<file path="src/design/accel_defs.svh">
// register offsets, field positions, reset values and timing counts
`ifndef ACCEL_DEFS_SVH
`define ACCEL_DEFS_SVH

`define ADDR_MODE_RATE 7'h20
`define ADDR_ON_DEMAND 7'h22
`define ADDR_FILTER_NOISE 7'h25
`define ADDR_TAP_X 7'h30
`define ADDR_TAP_Y 7'h31
`define ADDR_TAP_Z 7'h32
`define ADDR_TAP_TIMING 7'h33
`define ADDR_WAKE_THR 7'h34
`define ADDR_WAKE_DUR 7'h35

`define REG_RESET 8'h00

// mode_rate_control fields
`define MR_RATE_HI 7
`define MR_RATE_LO 4
`define MR_CLASS_HI 3
`define MR_CLASS_LO 2
`define MR_LP_HI 1
`define MR_LP_LO 0

// on_demand_control fields
`define OD_SW_TRIG 0
`define OD_SRC 1
`define OD_ROUTE_FIFO 2
`define OD_ST_HI 7
`define OD_ST_LO 6

// filter_noise_control, wake_threshold, wake_duration fields
`define FN_LOW_NOISE 2
`define WT_SLEEP_ON 6
`define WT_THR_HI 5
`define WT_THR_LO 0
`define WD_STATIONARY 4

// output rate code used while asleep (12.5 Hz)
`define RATE_SLEEP 4'h2
`define RATE_OFF 4'h0

// turn-on delays per low-power level, and the clock period
`define CLK_PERIOD_NS 50
`define TON_LP1_NS 1200000
`define TON_LP2_NS 1700000
`define TON_LP3_NS 2300000
`define TON_LP4_NS 3550000
`define TON_CNT_W 17

`endif

</file>
<file path="src/design/accel_pkg.sv">
// types shared by the mode and power control design
package accel_pkg;

  typedef enum logic [1:0] {
    CLASS_LOW_POWER = 2'b00,
    CLASS_HIGH_PERF = 2'b01,
    CLASS_ON_DEMAND = 2'b10,
    CLASS_RESERVED = 2'b11
  } run_class_e;

  typedef enum logic [0:0] {
    OD_IDLE = 1'b0,
    OD_CONVERT = 1'b1
  } od_state_e;

endpackage : accel_pkg

</file>
<file path="src/design/regbus_if.sv">
// register access signals between the serial port and the register logic
interface regbus_if;
  logic [6:0] addr;
  logic [7:0] wdata;
  logic we;
  logic re;
  logic [7:0] rdata;

  modport port (output addr, output wdata, output we, output re, input rdata);
  modport regs (input addr, input wdata, input we, input re, output rdata);
endinterface : regbus_if

</file>
<file path="src/design/serial_reg_port.sv">
// four-wire serial slave turning pin frames into register reads and writes
module serial_reg_port (
  input wire logic clk, // device clock
  input wire logic reset, // synchronous, active high
  input wire logic cs_raw_n, // chip select pin, low selects
  input wire logic spc_raw, // serial clock pin
  input wire logic sdi_raw, // serial data in pin
  output logic sdo_q, // serial data out pin value
  output logic sdo_oe_q, // serial data out drive enable
  regbus_if.port bus // register access
);

  logic cs_s1_q, cs_s2_q, spc_s1_q, spc_s2_q, spc_s3_q, sdi_s1_q, sdi_s2_q;
  logic [4:0] bitcnt_q, bitcnt_d;
  logic [7:0] sh_q, sh_d, tx_q, tx_d, wdata_q, wdata_d;
  logic [6:0] addr_q, addr_d;
  logic rd_q, rd_d, we_q, we_d, re_q, re_d, load_q, sdo_d, oe_d;
  logic rise, fall;

  // pins pass two flops before any logic; third spc flop gives the edges
  always_ff @(posedge clk) begin
    if (reset) begin
      cs_s1_q <= 1'b1;
      cs_s2_q <= 1'b1;
      spc_s1_q <= 1'b1;
      spc_s2_q <= 1'b1;
      spc_s3_q <= 1'b1;
      sdi_s1_q <= 1'b0;
      sdi_s2_q <= 1'b0;
    end else begin
      cs_s1_q <= cs_raw_n;
      cs_s2_q <= cs_s1_q;
      spc_s1_q <= spc_raw;
      spc_s2_q <= spc_s1_q;
      spc_s3_q <= spc_s2_q;
      sdi_s1_q <= sdi_raw;
      sdi_s2_q <= sdi_s1_q;
    end
  end

  assign rise = spc_s2_q & ~spc_s3_q;
  assign fall = ~spc_s2_q & spc_s3_q;

  // frame: command byte (bit 7 read, bits 6:0 address), then one data byte
  always_comb begin
    bitcnt_d = bitcnt_q;
    sh_d = sh_q;
    tx_d = tx_q;
    addr_d = addr_q;
    wdata_d = wdata_q;
    rd_d = rd_q;
    we_d = 1'b0;
    re_d = 1'b0;
    sdo_d = sdo_q;
    oe_d = 1'b0;
    if (cs_s2_q) begin
      bitcnt_d = 5'h00;
      rd_d = 1'b0;
    end else begin
      oe_d = rd_q && (bitcnt_q >= 5'h08);
      if (load_q) begin
        tx_d = bus.rdata; // read data is registered, so load two cycles late
      end
      if (rise && bitcnt_q < 5'h10) begin
        sh_d = {sh_q[6:0], sdi_s2_q};
        bitcnt_d = bitcnt_q + 5'h01;
        if (bitcnt_q == 5'h07) begin
          rd_d = sh_q[6];
          addr_d = {sh_q[5:0], sdi_s2_q};
          re_d = sh_q[6];
        end
        if (bitcnt_q == 5'h0f && !rd_q) begin
          wdata_d = {sh_q[6:0], sdi_s2_q};
          we_d = 1'b1;
        end
      end else if (fall && rd_q && bitcnt_q >= 5'h08) begin
        sdo_d = tx_q[7];
        tx_d = {tx_q[6:0], 1'b0};
      end
    end
  end

  // frame state registers
  always_ff @(posedge clk) begin
    if (reset) begin
      bitcnt_q <= 5'h00;
      sh_q <= 8'h00;
      tx_q <= 8'h00;
      addr_q <= 7'h00;
      wdata_q <= 8'h00;
      rd_q <= 1'b0;
      we_q <= 1'b0;
      re_q <= 1'b0;
      load_q <= 1'b0;
      sdo_q <= 1'b0;
      sdo_oe_q <= 1'b0;
    end else begin
      bitcnt_q <= bitcnt_d;
      sh_q <= sh_d;
      tx_q <= tx_d;
      addr_q <= addr_d;
      wdata_q <= wdata_d;
      rd_q <= rd_d;
      we_q <= we_d;
      re_q <= re_d;
      load_q <= re_q;
      sdo_q <= sdo_d;
      sdo_oe_q <= oe_d;
    end
  end

  assign bus.addr = addr_q;
  assign bus.wdata = wdata_q;
  assign bus.we = we_q;
  assign bus.re = re_q;

endmodule : serial_reg_port

</file>
<file path="src/design/accel_mode_power_control.sv">
// mode, on-demand conversion, self-test, sleep/wake and tap configuration control
`include "accel_defs.svh"

// Summary of operation
// - low_noise bit picks the noise set
// - class and level fields pick the mode
// - class 10 selects single conversion on demand
// - pin edge starts a conversion when source 0
// - software trigger bit, auto-cleared when sample stored
// - power down after the sample, await trigger
// - ready or fifo flag routed to irq one, only in the on-demand class
// - level-dependent turn-on delay before ready flag
// - self-test force field, 00 disables
// - sleep drops rate to 12.5 Hz, wake resumes
// - wake restores prior mode and rate
// - still detection flags sleep, changes nothing
// - nonzero wake threshold enables high-pass; detection also needs the sleep or stationary bit
// - any axis over threshold wakes from sleep
// - tap thresholds, axes, priority, timing programmable
module accel_mode_power_control
  import accel_pkg::*;
#(
  parameter int unsigned TON_LP1_CYC = `TON_LP1_NS / `CLK_PERIOD_NS, // level one turn-on
  parameter int unsigned TON_LP2_CYC = `TON_LP2_NS / `CLK_PERIOD_NS, // level two turn-on
  parameter int unsigned TON_LP3_CYC = `TON_LP3_NS / `CLK_PERIOD_NS, // level three turn-on
  parameter int unsigned TON_LP4_CYC = `TON_LP4_NS / `CLK_PERIOD_NS // level four turn-on
) (
  input wire logic clk, // device clock, 20 MHz
  input wire logic reset, // synchronous, active high
  input wire logic cs_n, // serial chip select, low selects
  input wire logic spc, // serial clock
  input wire logic sdi, // serial data in
  output logic sdo, // serial data out
  output logic sdo_oe, // high while sdo is driven
  input wire logic irq_pin_two_trigger_input_in, // pin two level, trigger clock
  output logic irq_pin_two_trigger_input_out, // pin two drive value
  output logic irq_pin_two_trigger_input_oe, // high while pin two is driven
  output logic irq_pin_one, // interrupt pin one
  input wire logic [2:0] axis_over_wake, // per axis: above wake threshold
  input wire logic inactivity_seen, // datapath: sleep condition met
  input wire logic fifo_flag_in, // fifo flag from the buffer logic
  output logic [3:0] output_rate_q, // rate code in effect
  output logic [1:0] run_class_q, // operating class in effect
  output logic [1:0] power_level_q, // low-power level in effect
  output logic low_noise_q, // reduced-noise set selected
  output logic [1:0] selftest_force_q, // self-test force, 00 off
  output logic converting_q, // analog chain on for a triggered sample
  output logic sample_store_q, // one-cycle pulse: write sample to outputs
  output logic power_down_q, // analog chain powered down
  output logic sleep_state_q, // sleep or stationary condition held
  output logic wake_hpf_en_q, // high-pass enabled for wake path
  output logic sample_available_flag_q // sample ready flag
);

  regbus_if bus ();

  serial_reg_port u_port (
    .clk(clk),
    .reset(reset),
    .cs_raw_n(cs_n),
    .spc_raw(spc),
    .sdi_raw(sdi),
    .sdo_q(sdo),
    .sdo_oe_q(sdo_oe),
    .bus(bus)
  );

  // turn-on count for a low-power level, loaded as the count minus one
  function automatic logic [`TON_CNT_W-1:0] ton_for(input logic [1:0] lvl);
    logic [`TON_CNT_W-1:0] c;
    unique case (lvl)
      2'b00: c = `TON_CNT_W'(TON_LP1_CYC);
      2'b01: c = `TON_CNT_W'(TON_LP2_CYC);
      2'b10: c = `TON_CNT_W'(TON_LP3_CYC);
      2'b11: c = `TON_CNT_W'(TON_LP4_CYC);
    endcase
    return c - `TON_CNT_W'(1);
  endfunction : ton_for

  // register file
  logic [7:0] mode_rate_control_q, mode_rate_control_d;
  logic [7:0] on_demand_control_q, on_demand_control_d;
  logic [7:0] filter_noise_control_q, filter_noise_control_d;
  logic [7:0] tap_x_threshold_q, tap_x_threshold_d;
  logic [7:0] tap_y_threshold_priority_q, tap_y_threshold_priority_d;
  logic [7:0] tap_z_threshold_axes_q, tap_z_threshold_axes_d;
  logic [7:0] tap_timing_q, tap_timing_d;
  logic [7:0] wake_threshold_q, wake_threshold_d;
  logic [7:0] wake_duration_q, wake_duration_d;
  logic [7:0] rdata_q, rdata_d;
  // trigger pin sync chain
  logic trig_s1_q, trig_s2_q, trig_s3_q;
  // conversion sequencer
  od_state_e state_q, state_d;
  logic [`TON_CNT_W-1:0] cnt_q, cnt_d;
  logic sample_available_flag_d, store_d, sleep_d;
  logic od_mode, pin_src, pin_edge, sw_set, start, done, detect_en, rate_drop;

  assign od_mode = run_class_e'(mode_rate_control_q[`MR_CLASS_HI:`MR_CLASS_LO]) == CLASS_ON_DEMAND;
  assign pin_src = ~on_demand_control_q[`OD_SRC];
  // trigger pin is asynchronous; edge taken after two flops only
  assign pin_edge = trig_s2_q & ~trig_s3_q;
  assign detect_en = (wake_threshold_q[`WT_THR_HI:`WT_THR_LO] != 6'h00) &&
                     (wake_threshold_q[`WT_SLEEP_ON] || wake_duration_q[`WD_STATIONARY]);
  // stationary mode only flags; it never touches rate or class
  assign rate_drop = wake_threshold_q[`WT_SLEEP_ON] && !wake_duration_q[`WD_STATIONARY];

  // software trigger is accepted only while idle in on-demand, source 1
  assign sw_set = bus.we && bus.addr == `ADDR_ON_DEMAND && bus.wdata[`OD_SW_TRIG] &&
                  bus.wdata[`OD_SRC] && od_mode && state_q == OD_IDLE;

  // trigger pin synchroniser; the first flop feeds only the second
  always_ff @(posedge clk) begin
    if (reset) begin
      trig_s1_q <= 1'b0;
      trig_s2_q <= 1'b0;
      trig_s3_q <= 1'b0;
    end else begin
      trig_s1_q <= irq_pin_two_trigger_input_in;
      trig_s2_q <= trig_s1_q;
      trig_s3_q <= trig_s2_q;
    end
  end

  // register writes and registered read data; unmapped reads give zero
  always_comb begin
    mode_rate_control_d = mode_rate_control_q;
    on_demand_control_d = on_demand_control_q;
    filter_noise_control_d = filter_noise_control_q;
    tap_x_threshold_d = tap_x_threshold_q;
    tap_y_threshold_priority_d = tap_y_threshold_priority_q;
    tap_z_threshold_axes_d = tap_z_threshold_axes_q;
    tap_timing_d = tap_timing_q;
    wake_threshold_d = wake_threshold_q;
    wake_duration_d = wake_duration_q;
    rdata_d = rdata_q;
    if (bus.we) begin
      unique case (bus.addr)
        `ADDR_MODE_RATE: mode_rate_control_d = bus.wdata;
        `ADDR_ON_DEMAND: on_demand_control_d[7:1] = bus.wdata[7:1];
        `ADDR_FILTER_NOISE: filter_noise_control_d = bus.wdata;
        `ADDR_TAP_X: tap_x_threshold_d = bus.wdata;
        `ADDR_TAP_Y: tap_y_threshold_priority_d = bus.wdata;
        `ADDR_TAP_Z: tap_z_threshold_axes_d = bus.wdata;
        `ADDR_TAP_TIMING: tap_timing_d = bus.wdata;
        `ADDR_WAKE_THR: wake_threshold_d = bus.wdata;
        `ADDR_WAKE_DUR: wake_duration_d = bus.wdata;
        default: ;
      endcase
    end
    // the trigger bit is owned by hardware: set by an accepted write, cleared at done
    if (sw_set) begin
      on_demand_control_d[`OD_SW_TRIG] = 1'b1;
    end else if (done || !od_mode) begin
      on_demand_control_d[`OD_SW_TRIG] = 1'b0;
    end
    // rdata ready the cycle after re
    if (bus.re) begin
      unique case (bus.addr)
        `ADDR_MODE_RATE: rdata_d = mode_rate_control_q;
        `ADDR_ON_DEMAND: rdata_d = on_demand_control_q;
        `ADDR_FILTER_NOISE: rdata_d = filter_noise_control_q;
        `ADDR_TAP_X: rdata_d = tap_x_threshold_q;
        `ADDR_TAP_Y: rdata_d = tap_y_threshold_priority_q;
        `ADDR_TAP_Z: rdata_d = tap_z_threshold_axes_q;
        `ADDR_TAP_TIMING: rdata_d = tap_timing_q;
        `ADDR_WAKE_THR: rdata_d = wake_threshold_q;
        `ADDR_WAKE_DUR: rdata_d = wake_duration_q;
        default: rdata_d = 8'h00;
      endcase
    end
  end

  always_ff @(posedge clk) begin
    if (reset) begin
      mode_rate_control_q <= `REG_RESET;
      on_demand_control_q <= `REG_RESET;
      filter_noise_control_q <= `REG_RESET;
      tap_x_threshold_q <= `REG_RESET;
      tap_y_threshold_priority_q <= `REG_RESET;
      tap_z_threshold_axes_q <= `REG_RESET;
      tap_timing_q <= `REG_RESET;
      wake_threshold_q <= `REG_RESET;
      wake_duration_q <= `REG_RESET;
      rdata_q <= 8'h00;
    end else begin
      mode_rate_control_q <= mode_rate_control_d;
      on_demand_control_q <= on_demand_control_d;
      filter_noise_control_q <= filter_noise_control_d;
      tap_x_threshold_q <= tap_x_threshold_d;
      tap_y_threshold_priority_q <= tap_y_threshold_priority_d;
      tap_z_threshold_axes_q <= tap_z_threshold_axes_d;
      tap_timing_q <= tap_timing_d;
      wake_threshold_q <= wake_threshold_d;
      wake_duration_q <= wake_duration_d;
      rdata_q <= rdata_d;
    end
  end

  // read data from a flop
  assign bus.rdata = rdata_q;

  // pin edges faster than the turn-on delay are dropped while busy
  assign start = od_mode && state_q == OD_IDLE &&
                 (pin_src ? pin_edge : on_demand_control_q[`OD_SW_TRIG]);
  // zero count ends the wait
  assign done = state_q == OD_CONVERT && cnt_q == '0;

  // on-demand conversion: power up, wait turn-on, store, power down
  always_comb begin
    state_d = state_q;
    cnt_d = cnt_q;
    sample_available_flag_d = sample_available_flag_q;
    store_d = 1'b0;
    unique case (state_q)
      OD_IDLE: begin
        if (start) begin
          state_d = OD_CONVERT;
          cnt_d = ton_for(mode_rate_control_q[`MR_LP_HI:`MR_LP_LO]);
          sample_available_flag_d = 1'b0;
        end
      end
      OD_CONVERT: begin
        if (!od_mode) begin
          state_d = OD_IDLE;
        end else if (done) begin
          state_d = OD_IDLE;
          sample_available_flag_d = 1'b1;
          store_d = 1'b1;
        end else begin
          cnt_d = cnt_q - `TON_CNT_W'(1);
        end
      end
    endcase
    if (!od_mode && state_q == OD_IDLE) begin
      sample_available_flag_d = 1'b0;
    end
  end

  // sleep tracking; a wake event outranks a fresh sleep indication
  always_comb begin
    sleep_d = sleep_state_q;
    // detection off clears sleep
    if (!detect_en) begin
      sleep_d = 1'b0;
    end else if (|axis_over_wake) begin
      sleep_d = 1'b0;
    end else if (inactivity_seen) begin
      sleep_d = 1'b1;
    end
  end

  // every output registered, from next-state values or the current register fields
  always_ff @(posedge clk) begin
    if (reset) begin
      state_q <= OD_IDLE;
      cnt_q <= '0;
      sample_available_flag_q <= 1'b0;
      sample_store_q <= 1'b0;
      converting_q <= 1'b0;
      power_down_q <= 1'b1;
      sleep_state_q <= 1'b0;
      wake_hpf_en_q <= 1'b0;
      output_rate_q <= `RATE_OFF;
      run_class_q <= CLASS_LOW_POWER;
      power_level_q <= 2'b00;
      low_noise_q <= 1'b0;
      selftest_force_q <= 2'b00;
      irq_pin_one <= 1'b0;
      irq_pin_two_trigger_input_out <= 1'b0;
      irq_pin_two_trigger_input_oe <= 1'b1;
    end else begin
      state_q <= state_d;
      cnt_q <= cnt_d;
      sample_available_flag_q <= sample_available_flag_d;
      sample_store_q <= store_d;
      converting_q <= state_d == OD_CONVERT;
      power_down_q <= od_mode ? state_d == OD_IDLE :
                      mode_rate_control_q[`MR_RATE_HI:`MR_RATE_LO] == `RATE_OFF;
      sleep_state_q <= sleep_d;
      wake_hpf_en_q <= wake_threshold_q[`WT_THR_HI:`WT_THR_LO] != 6'h00;
      // asleep with rate drop: 12.5 Hz at the chosen level; wake restores fields
      output_rate_q <= (sleep_d && rate_drop) ? `RATE_SLEEP :
                       mode_rate_control_q[`MR_RATE_HI:`MR_RATE_LO];
      run_class_q <= (sleep_d && rate_drop) ? CLASS_LOW_POWER :
                     mode_rate_control_q[`MR_CLASS_HI:`MR_CLASS_LO];
      // level kept while asleep
      power_level_q <= mode_rate_control_q[`MR_LP_HI:`MR_LP_LO];
      low_noise_q <= filter_noise_control_q[`FN_LOW_NOISE];
      selftest_force_q <= on_demand_control_q[`OD_ST_HI:`OD_ST_LO];
      irq_pin_one <= od_mode &&
                     (on_demand_control_q[`OD_ROUTE_FIFO] ? fifo_flag_in : sample_available_flag_d);
      // pin two only drives low
      irq_pin_two_trigger_input_out <= 1'b0;
      // pin two becomes an input while it carries the trigger clock
      irq_pin_two_trigger_input_oe <= !(od_mode && pin_src);
    end
  end

endmodule : accel_mode_power_control

</file>
<file path="config.mk">
export PLATFORM = sky130hd
export DESIGN_NAME = accel_mode_power_control
export DESIGN_NICKNAME = d
export VERILOG_FILES = /design/src/design/accel_pkg.sv /design/src/design/regbus_if.sv /design/src/design/serial_reg_port.sv /design/src/design/accel_mode_power_control.sv
export VERILOG_INCLUDE_DIRS = /design/src /design/src/design
export SDC_FILE = /design/constraint.sdc
export NUM_CORES = 1
export LEC_CHECK = 0
export ABC_AREA = 1
export BUFFER_PORTS_ARGS = -buffer_cell sky130_fd_sc_hd__buf_2
export CORE_ASPECT_RATIO = 0.8
export CORE_MARGIN = 3
export CORE_UTILIZATION = 35
export DETAILED_ROUTE_END_ITERATION = 8
export GPL_ROUTABILITY_DRIVEN = 0
export HOLD_SLACK_MARGIN = 0.02
export PLACE_DENSITY = 0.5
export SYNTH_ARGS = -nofsm -noshare
export SYNTH_HDL_FRONTEND = slang
export SYNTH_SLANG_ARGS = --single-unit
</file>
<file path="constraint.sdc">
create_clock -name clk -period 1.93 [get_ports clk]
set_input_delay 0.2895 -clock clk [delete_from_list [all_inputs] [get_ports clk]]
set_output_delay 0.2895 -clock clk [all_outputs]
set_load 0.05 [all_outputs]
</file>
## Word level (Yosys, flattened, before mapping)

Cells that the tools add are included.

| word-level totals | value |
|---|---|
| input bits | 11 |
| word-level logic and storage cells | 165 |
| output and inout bits | 22 |
| flip-flop bits (word level) | 167 |

| operators by class | value |
|---|---|
| $lt $le $gt $ge | 2 |
| reductions and logical operators | 51 |
| bitwise operators | 13 |
| equality and inequality tests | 18 |
| multiplexer cells | 31 |
| add/subtract/negate cells | 3 |

Operators by type and width:

| operator | number |
|---|---|
| 17-bit 2-to-1 mux | 5 |
| 8-bit one-hot mux with 9 select lines | 1 |
| 17-bit one-hot mux with 4 select lines | 1 |
| 7-bit by 6-bit equality test with 1-bit output (second input constant) | 9 |
| 17-bit one-hot mux with 2 select lines | 1 |
| 17-bit by 1-bit subtractor with 17-bit output (second input constant) | 2 |
| 8-bit 2-to-1 mux | 3 |
| 2-bit AND reduction | 11 |
| 1-bit logical AND | 19 |
| 17-bit zero test | 1 |
| 1-bit 2-to-1 mux | 17 |
| 3-bit AND reduction | 4 |
| 1-bit NOT | 10 |
| 3-bit OR reduction | 3 |
| 2-bit equality test (second input constant) | 3 |
| 6-bit nonzero test | 1 |
| 5-bit by 1-bit adder with 5-bit output (second input constant) | 1 |
| 5-bit by 3-bit equality test with 1-bit output (second input constant) | 1 |
| 5-bit by 4-bit equality test with 1-bit output (second input constant) | 1 |
| 5-bit by 4-bit >= comparator with 1-bit output (second input constant) | 1 |
| 5-bit less-than comparator (second input constant) | 1 |
| 1-bit zero test | 4 |
| 4-bit zero test | 1 |
| 2-bit != test (second input constant) | 2 |
| other kinds (10) | 15 |

## Logic depth before layout (Yosys ltp)

Gate-level depths: netlist (run 1).

| logic depth | value |
|---|---|
| depth in word-level cells | 9 |
| gate-level depth with buffers | 13 |

## Hierarchy

A second synthesis (run 1) with hierarchy kept.

| second synthesis, totals | value |
|---|---|
| cells, all modules | 1,101 |
| area total of the unflattened synthesis | 7,704.9 um2 |

Modules (own cells, without submodules):

| module | sequential area each (um2) | instances | cells each | area each (um2) |
|---|---|---|---|---|
| accel_mode_power_control | 2,382.3 | 1 | 804 | 5,622.9 |
| serial_reg_port | 960.9 | 1 | 297 | 2,082.0 |

## Worst setup path after synthesis (run 1)

No wires, ideal clock.

| timing path | value |
|---|---|
| kind | register -> register |
| from | register state_q |
| to | register cnt_q[16] |
| data arrival time | 1.714 ns |
| slack | 0.099 ns |
| path buffers | 1 |
| cell stages (with the launch flop) | 12 |
| library setup time | 0.117 ns |
| period minus slack after synthesis | 1.831 ns |
| data required time | 1.813 ns |
| cells stage by stage | dfxtp_1 buf_6 nand2_1 ha_1 nand2_1 nor2_1 nand3_1 inv_1 nand3_1 nand2_1 nor2_1 nor2_1 |

| on the way | value |
|---|---|
| longest elaborated chain between the ends | 5 |
| elaborated cells between the ends (all ways) | 9 |
| those cells by class | 3 x eq/ne; 1 x mux; 1 x bitwise; 4 x reduce/logical |

RTL lines:

| element | RTL line | RTL |
|---|---|---|
| from (decl) | accel_mode_power_control.sv:94 | `od_state_e state_q, state_d;` |
| from (signal assigned) | accel_mode_power_control.sv:273 | `state_q <= state_d;` |
| 1-bit NOT (no line) | - |  |
| 1-bit logical AND (2 in series) | accel_mode_power_control.sv:204 | `assign start = od_mode && state_q == OD_IDLE &&` |
| 2-bit != test (no line) | - |  |
| 3-bit AND reduction (no line) | - |  |
| to (signal assigned) | accel_mode_power_control.sv:274 | `cnt_q <= cnt_d;` |
| to (decl) | accel_mode_power_control.sv:95 | `` logic [`TON_CNT_W-1:0] cnt_q, cnt_d; `` |

Parallel ways exist; a longest one is shown, timed or not.
A chain may end at the register's enable or synchronous reset.

## Final worst setup path (run 1)

| timing path | value |
|---|---|
| from | register u_port.addr_q[5], in the netlist u_port.bus.addr[5] |
| to | register tap_timing_q[1] |

| on the way | value |
|---|---|
| longest elaborated chain between the ends | 2 |

RTL lines:

| element | RTL line | RTL |
|---|---|---|
| from (decl) | serial_reg_port.sv:16 | `logic [6:0] addr_q, addr_d;` |
| from (signal assigned) | serial_reg_port.sv:101 | `addr_q <= addr_d;` |
| 7-bit by 6-bit equality test with 1-bit output | accel_mode_power_control.sv:138 | `unique case (bus.addr)` |
| 2-bit AND reduction (no line) | - |  |
| to (signal assigned) | accel_mode_power_control.sv:182 | `` tap_timing_q <= `REG_RESET; `` |
| to (signal assigned) | accel_mode_power_control.sv:193 | `tap_timing_q <= tap_timing_d;` |
| to (decl) | accel_mode_power_control.sv:87 | `logic [7:0] tap_timing_q, tap_timing_d;` |

Every way passes these cells.

==> impl_metrics.env, run 1 <==
export IMPL_yosysTopAreaCellShare_pct=45.5
export IMPL_wire_per_inst_um=14.8
export IMPL_fp_coreArea_um2=20200
export IMPL_synth_ff_type="dfxtp_1"
export IMPL_ys_seq_elements=167
export IMPL_worstPathArrival_ns=2.08
export IMPL_powerDensity_nw_per_um2=825
export IMPL_worst_skew_pair_late_latency_ns=0.43
export IMPL_max_cap_violations=0
export IMPL_grt_use_total_pct=17.9
export IMPL_totalWireLength_mm=19.8
export IMPL_nets=1075
export IMPL_startpoint_type="flip-flop"
export IMPL_placedCellCount=1299
export IMPL_fin_util_pct=42.3
export IMPL_crit_type="flip-flop to flip-flop"
export IMPL_synth_edf_count=0
export IMPL_whs_ns=0.0406
export IMPL_slew_headroom_pct=59.5
export IMPL_fin_setup_tns_ns=0
export IMPL_sequentialPowerShare_pct=49.0
export IMPL_grt_util_met1_pct=26.9
export IMPL_peakVddDrop_mv=0.489
export IMPL_synth_avg_cell_area_um2=7.25
export IMPL_vias=6429
export IMPL_p_int_mw=5.48
export IMPL_grt_pass1_vias=5997
export IMPL_fin_crit_ns=1.73
export IMPL_rsz0062_at_grt="no"
export IMPL_syn_num_nets=1033
export IMPL_cts_sinks=167
export IMPL_worstSetupEndpointType="flip-flop"
export IMPL_grt_overflow_total=0
export IMPL_vias_per_cell=4.83
export IMPL_setup_violations=0
export IMPL_yosysWarnings=0
export IMPL_grtUsageMet3_pct=2.92
export IMPL_swShare_pct=22.3
export IMPL_hp_class="input pin to flip-flop"
export IMPL_ys_seq_area_share_pct=45.5
export IMPL_postSynthCellCount=1013
export IMPL_die_h_um=136
export IMPL_drtIter0Drc=431
export IMPL_cts_tree="done"
export IMPL_dpl_hpwl_mm=13.9
export IMPL_critical_path_required_ns=2.28
export IMPL_worstMarginPinSlew_ns=0.608
export IMPL_ys_top_cells_by_area="dfxtp_1 (46%), nand2_1 (8.6%), a21oi_1 (7.8%), o21ai_0 (7.6%), inv_1 (6.0%)"
export IMPL_start_util_pct=36.3
export IMPL_antenna_found_initial=0
export IMPL_power_frac_comb_pct=1.8
export IMPL_p_switching_mw=1.58
export IMPL_synth_async_reset_ratio_pct=0
export IMPL_syn_cell_area_um2=7340
export IMPL_skew_ns=0.00987
export IMPL_nFillCells=2123
export IMPL_cts_hold_buf=0
export IMPL_cts_clk_slew_worst_paths_ns=0.06
export IMPL_area_growth_pct=16.5
export IMPL_yosys_cell_types_count=37
export IMPL_use_met2_pct=26.4
export IMPL_cp_max_fo=24
export IMPL_grt_pass1_wl_mm=32.4
export IMPL_rows=46
export IMPL_grt_max_degree=96
export IMPL_ant_nets=0
export IMPL_grt_busiest_layer="met1"
export IMPL_postLayoutSetupSlackWorst_ns=0.199
export IMPL_fmax_mhz=578
export IMPL_status="completed"
export IMPL_clock_root_buffer="clkbuf_16"
export IMPL_cts_buffer_depth=2
export IMPL_timing_final_crit_share_pct=89.7
export IMPL_cts_max_level=4
export IMPL_dp_slack_ns=0.0894
export IMPL_die_x_um=168
export IMPL_cts_buffers=17
export IMPL_hold_viol_final=0
export IMPL_drive_gt1_share_pct=14.0
export IMPL_pin_count=33
export IMPL_firstDrtPassIters=5
export IMPL_yosysTopAreaCell="dfxtp_1"
export IMPL_dieArea_um2=22800
export IMPL_antenna_cells_inserted=0
export IMPL_stdcell_count=1332
export IMPL_clockPowerShare_pct=49.2
export IMPL_power_leakage_nw=3.42
export IMPL_slew_violations=0
export IMPL_drc=0
export IMPL_port_buffers=31
## final cells by class
| type | instances | area [um2] | area share [%] |
|---|---|---|---|
| inverter | 122 | 458 | 5.36 |
| clock inverter | 13 | 143 | 1.67 |
| multi-input combinational | 678 | 3340 | 39.1 |
| timing repair buffer | 69 | 478 | 5.59 |
| sequential | 167 | 3350 | 39.1 |
| tap | 264 | 330 | 3.86 |
| clock buffer | 19 | 453 | 5.30 |
## stage by stage
step	cell area, um2	power (mW)
3_3_place_gp	7910	3.67
3_5_place_dp	7910	3.67
6_report	8550	7.06
5_1_grt	8550	7.30
2_1_floorplan	7340	3.62
4_1_cts	8510	7.15
## power by group through the flow
stage,logic (mW),clock network [mW],registers [mW]
2_1_floorplan,0.0833,0,3.54
3_3_place_gp,0.127,0,3.54
3_5_place_dp,0.127,0,3.54
4_1_cts,0.127,3.56,3.46
5_1_grt,0.142,3.70,3.46
6_report,0.126,3.47,3.46
## cells by family after synthesis
group / share of synthesized area, %
AO/OA/AOI/OAI: 17.8
other: 0.0511
flip-flops: 45.5
buffers and inverters: 9.43
XOR/XNOR: 0.477
AND/OR/NAND/NOR: 25.1
adder cells (fa/ha/maj): 1.53
## layer usage
metal	up-vias	share of wire [%]	routed length (um)
met1	2923	54	10600
met4	0	1.1	209
met2	103	41	8160
li1	3390	-	-
met3	13	3.8	760
met5	-	0	0
## state kept, by name, summed over array words and instances, names as in the netlist, 4 cells and up
register	cells
u_port.tx_q	8
tap_x_threshold_q	8
u_port.bus.addr	7
cnt_q	17
tap_timing_q	8
wake_threshold_q	8
u_port.bus.wdata	8
mode_rate_control_q	8
tap_y_threshold_priority_q	8
wake_duration_q	8
filter_noise_control_q	8
on_demand_control_q	8
tap_z_threshold_axes_q	8
output_rate_q	4
u_port.sh_q	7
bus.rdata	8
u_port.bitcnt_q	5
## worst paths after layout
kind                     endpoint  slack, ns  cells after the start                from
setup reg to reg  tap_timing_q[1]       0.20                      7  u_port.bus.addr[5]
hold / removal     u_port.cs_s1_q       0.04                      2                cs_n
setup / recovery  tap_timing_q[1]       0.20                      7  u_port.bus.addr[5]
hold reg to reg   u_port.sdi_s2_q       0.40                      2     u_port.sdi_s1_q
## critical path, cell delays in order, from the launching register on
cell and delay (ns):
dfxtp_1 0.36, nand2_1 0.10, nor2_4 0.24, buf_12 0.21, nand4_1 0.10, inv_1 0.35, o21ai_0 0.13, a21oi_1 0.16
## what timing repair did
action,CTS,global route
hold endpoints to repair,0,0
endpoints found under the setup margin,0,24
resized for setup,0,20
buffers inserted,0,1
## synth_stat cells, types with 7 or more instances
| cell | count |
|---|---|
| nand3_1 | 74 |
| buf_4 | 7 |
| a21oi_1 | 115 |
| o21ai_0 | 111 |
| buf_2 | 10 |
| inv_1 | 117 |
| o22ai_1 | 7 |
| nand4_1 | 21 |
| clkbuf_1 | 25 |
| o211ai_1 | 8 |
| ha_1 | 9 |
| nor2_1 | 108 |
| dfxtp_1 | 167 |
| nor2_2 | 8 |
| nand2_1 | 169 |
## placed cells by master, fill, tap and decap left out, drive strengths merged, types with 7 or more instances in the layout
| master | count |
|---|---|
| nand2 | 174 |
| dfxtp | 167 |
| inv | 125 |
| nor2 | 121 |
| a21oi | 115 |
| o21ai | 115 |
| nand3 | 77 |
| buf | 69 |
| nand4 | 21 |
| clkbuf | 19 |
| ha | 9 |
| o211ai | 8 |
| o22ai | 7 |
Power figures use the tool's default switching activity.
==> run 2: changes to the inputs <==
PLACE_DENSITY = default   (was 0.5)
SLEW_MARGIN = 10   (was default)
==> impl_metrics.env, run 2 (synthesis results as in run 1) <==
export IMPL_grt_max_degree=60
export IMPL_wire_per_inst_um=14.3
export IMPL_fmax_mhz=544
export IMPL_antenna_cells_inserted=0
export IMPL_dp_slack_ns=0.0387
export IMPL_worstMarginPinSlew_ns=0.549
export IMPL_crit_family="simple AND/OR/NAND/NOR gates"
export IMPL_hp_start="cs_n"
export IMPL_peakVddDrop_mv=0.497
export IMPL_fin_crit_ns=1.84
export IMPL_largest_reg_flops=17
export IMPL_cts_buffers=17
export IMPL_fin_util_pct=41.8
export IMPL_worstPathArrival_ns=2.17
export IMPL_slew_headroom_pct=63.0
export IMPL_setup_violations=0
export IMPL_grt_use_total_pct=17.0
export IMPL_firstDrtPassIters=5
export IMPL_crit_chain="inv_1 -> ha_1 -> inv_1 -> nand2_1 -> o21ai_0 -> nor2_2 -> nand2_1 -> o21ai_0 -> nand3_1 -> nand2_1 -> inv_1"
export IMPL_multi_input_area_um2=3320
export IMPL_regArea_um2=3340
export IMPL_placed_area_um2=7860
export IMPL_postLayoutCellArea_um2=8440
export IMPL_startpoint_type="flip-flop"
export IMPL_r2r_start="mode_rate_control_q[0]"
export IMPL_hold_viol_final=0
export IMPL_whs_ns=0.0442
export IMPL_largest_register="cnt_q"
export IMPL_drive_gt1_share_pct=12.3
export IMPL_cts_max_level=4
export IMPL_timing_final_crit_share_pct=95.2
export IMPL_vias_per_cell=4.90
export IMPL_crit_buf_inv=3
export IMPL_final_cell_mix="nand2_1 (169), dfxtp_1 (166), a21oi_1 (115), inv_1 (115), o21ai_0 (110)"
export IMPL_cts_tree="done"
export IMPL_critical_path_required_ns=2.26
export IMPL_cts_sinks=167
export IMPL_critPathSlowestCell="dfxtp_1"
export IMPL_antenna_found_initial=0
export IMPL_rsz0062_at_grt="yes"
export IMPL_worst_path_largest_cell_delay_ns=0.31
export IMPL_powerDensity_nw_per_um2=806
export IMPL_crit_type="flip-flop to flip-flop"
export IMPL_cp_max_fo=5
export IMPL_dieArea_um2=22800
export IMPL_cts_buffer_depth=2
export IMPL_cp_startpoint="mode_rate_control_q[0]"
export IMPL_port_buffers=31
export IMPL_ant_nets=0
export IMPL_area_growth_pct=14.9
export IMPL_postLayoutSetupSlackWorst_ns=0.0918
export IMPL_cts_clk_slew_worst_paths_ns=0.06
export IMPL_power_leakage_nw=3.36
export IMPL_fin_setup_tns_ns=0
export IMPL_dpl_hpwl_mm=13.4
export IMPL_clock_root_buffer="clkbuf_16"
export IMPL_status="completed"
export IMPL_fp_coreArea_um2=20200
export IMPL_layout_commonest_cell="nand2_1"
export IMPL_grt_pass1_wl_mm=30.9
export IMPL_die_h_um=136
export IMPL_rrSetupSlack_ns=0.09
export IMPL_drtIter0Drc=568
export IMPL_die_x_um=168
export IMPL_vias=6490
export IMPL_worst_skew_pair_late_latency_ns=0.43
export IMPL_slew_violations=0
export IMPL_rows=46
export IMPL_nets=1069
export IMPL_nFillCells=2076
export IMPL_grt_overflow_total=0
export IMPL_max_cap_violations=0
export IMPL_pin_count=33
export IMPL_hp_class="input pin to flip-flop"
export IMPL_drc=0
export IMPL_worstSetupEndpointType="flip-flop"
export IMPL_start_util_pct=36.3
export IMPL_skew_ns=0.0102
export IMPL_grt_pass1_vias=5909
export IMPL_cts_hold_buf=0
export IMPL_totalWireLength_mm=18.9
[run 2: cell count changes in the layout (fill, tap and decap cells not counted), moves of 4 or more]
| cell | before | now |
|---|---|---|
| buf_4 | 35 | 29 |
| inv_6 | 4 | 0 |
| o21ai_0 | 106 | 110 |
| o21ai_1 | 8 | 4 |
[run 2: final cells by class]
cell class                 count  share of cell area (%)
sequential                   167                    39.6
tap                          264                    3.92
timing repair buffer          63                    5.13
clock buffer                  23                    5.67
multi-input combinational    678                    39.3
clock inverter                 8                   0.875
inverter                     122                    5.47
[run 2: timing repair]
action,in CTS,in global routing
setup buffers,0,2
endpoints found under the setup margin,0,15
resized for setup,0,6
[run 2: worst reg2reg max path: cells and delay by family, from the launching register on]
kind	cells	cell delay [ns]
buffers and inverters	3	0.23
AO/OA/AOI/OAI	2	0.39
AND/OR/NAND/NOR	5	0.65
flip-flops	1	0.31
adder cells (fa/ha/maj)	1	0.17
[run 2: path summary, 6_finish.rpt]
check	end	cells after the start
worst min-delay path	u_port.cs_s1_q	2
worst max-delay path	cnt_q[12]	11
worst min register to register	u_port.sdi_s2_q	2
worst max register to register	cnt_q[12]	11
[run 2: per-layer routing]
layer	track usage [%]	vias up	part of all wire, %
li1	-	3391	-
met5	0	-	0
met1	25.7	2918	52
met4	5.18	0	1.4
met2	24.2	161	40
met3	3.27	20	5.6
[run 2: stage by stage]
step | total power, mW | cells
after floorplan | 3.62 | 1013
after global placement | 3.66 | 1292
after detailed placement | 3.66 | 1292
after CTS | 6.88 | 1323
after global routing | 7.00 | 1325
final | 6.80 | 1325
[run 2: power breakdown]
part	leakage (nW)	internal, mW	switching [mW]	total, mW
Clock	0.269	1.86	1.35	3.21
Combinational	1.74	0.0360	0.0865	0.122
Sequential	1.35	3.46	0.00585	3.46
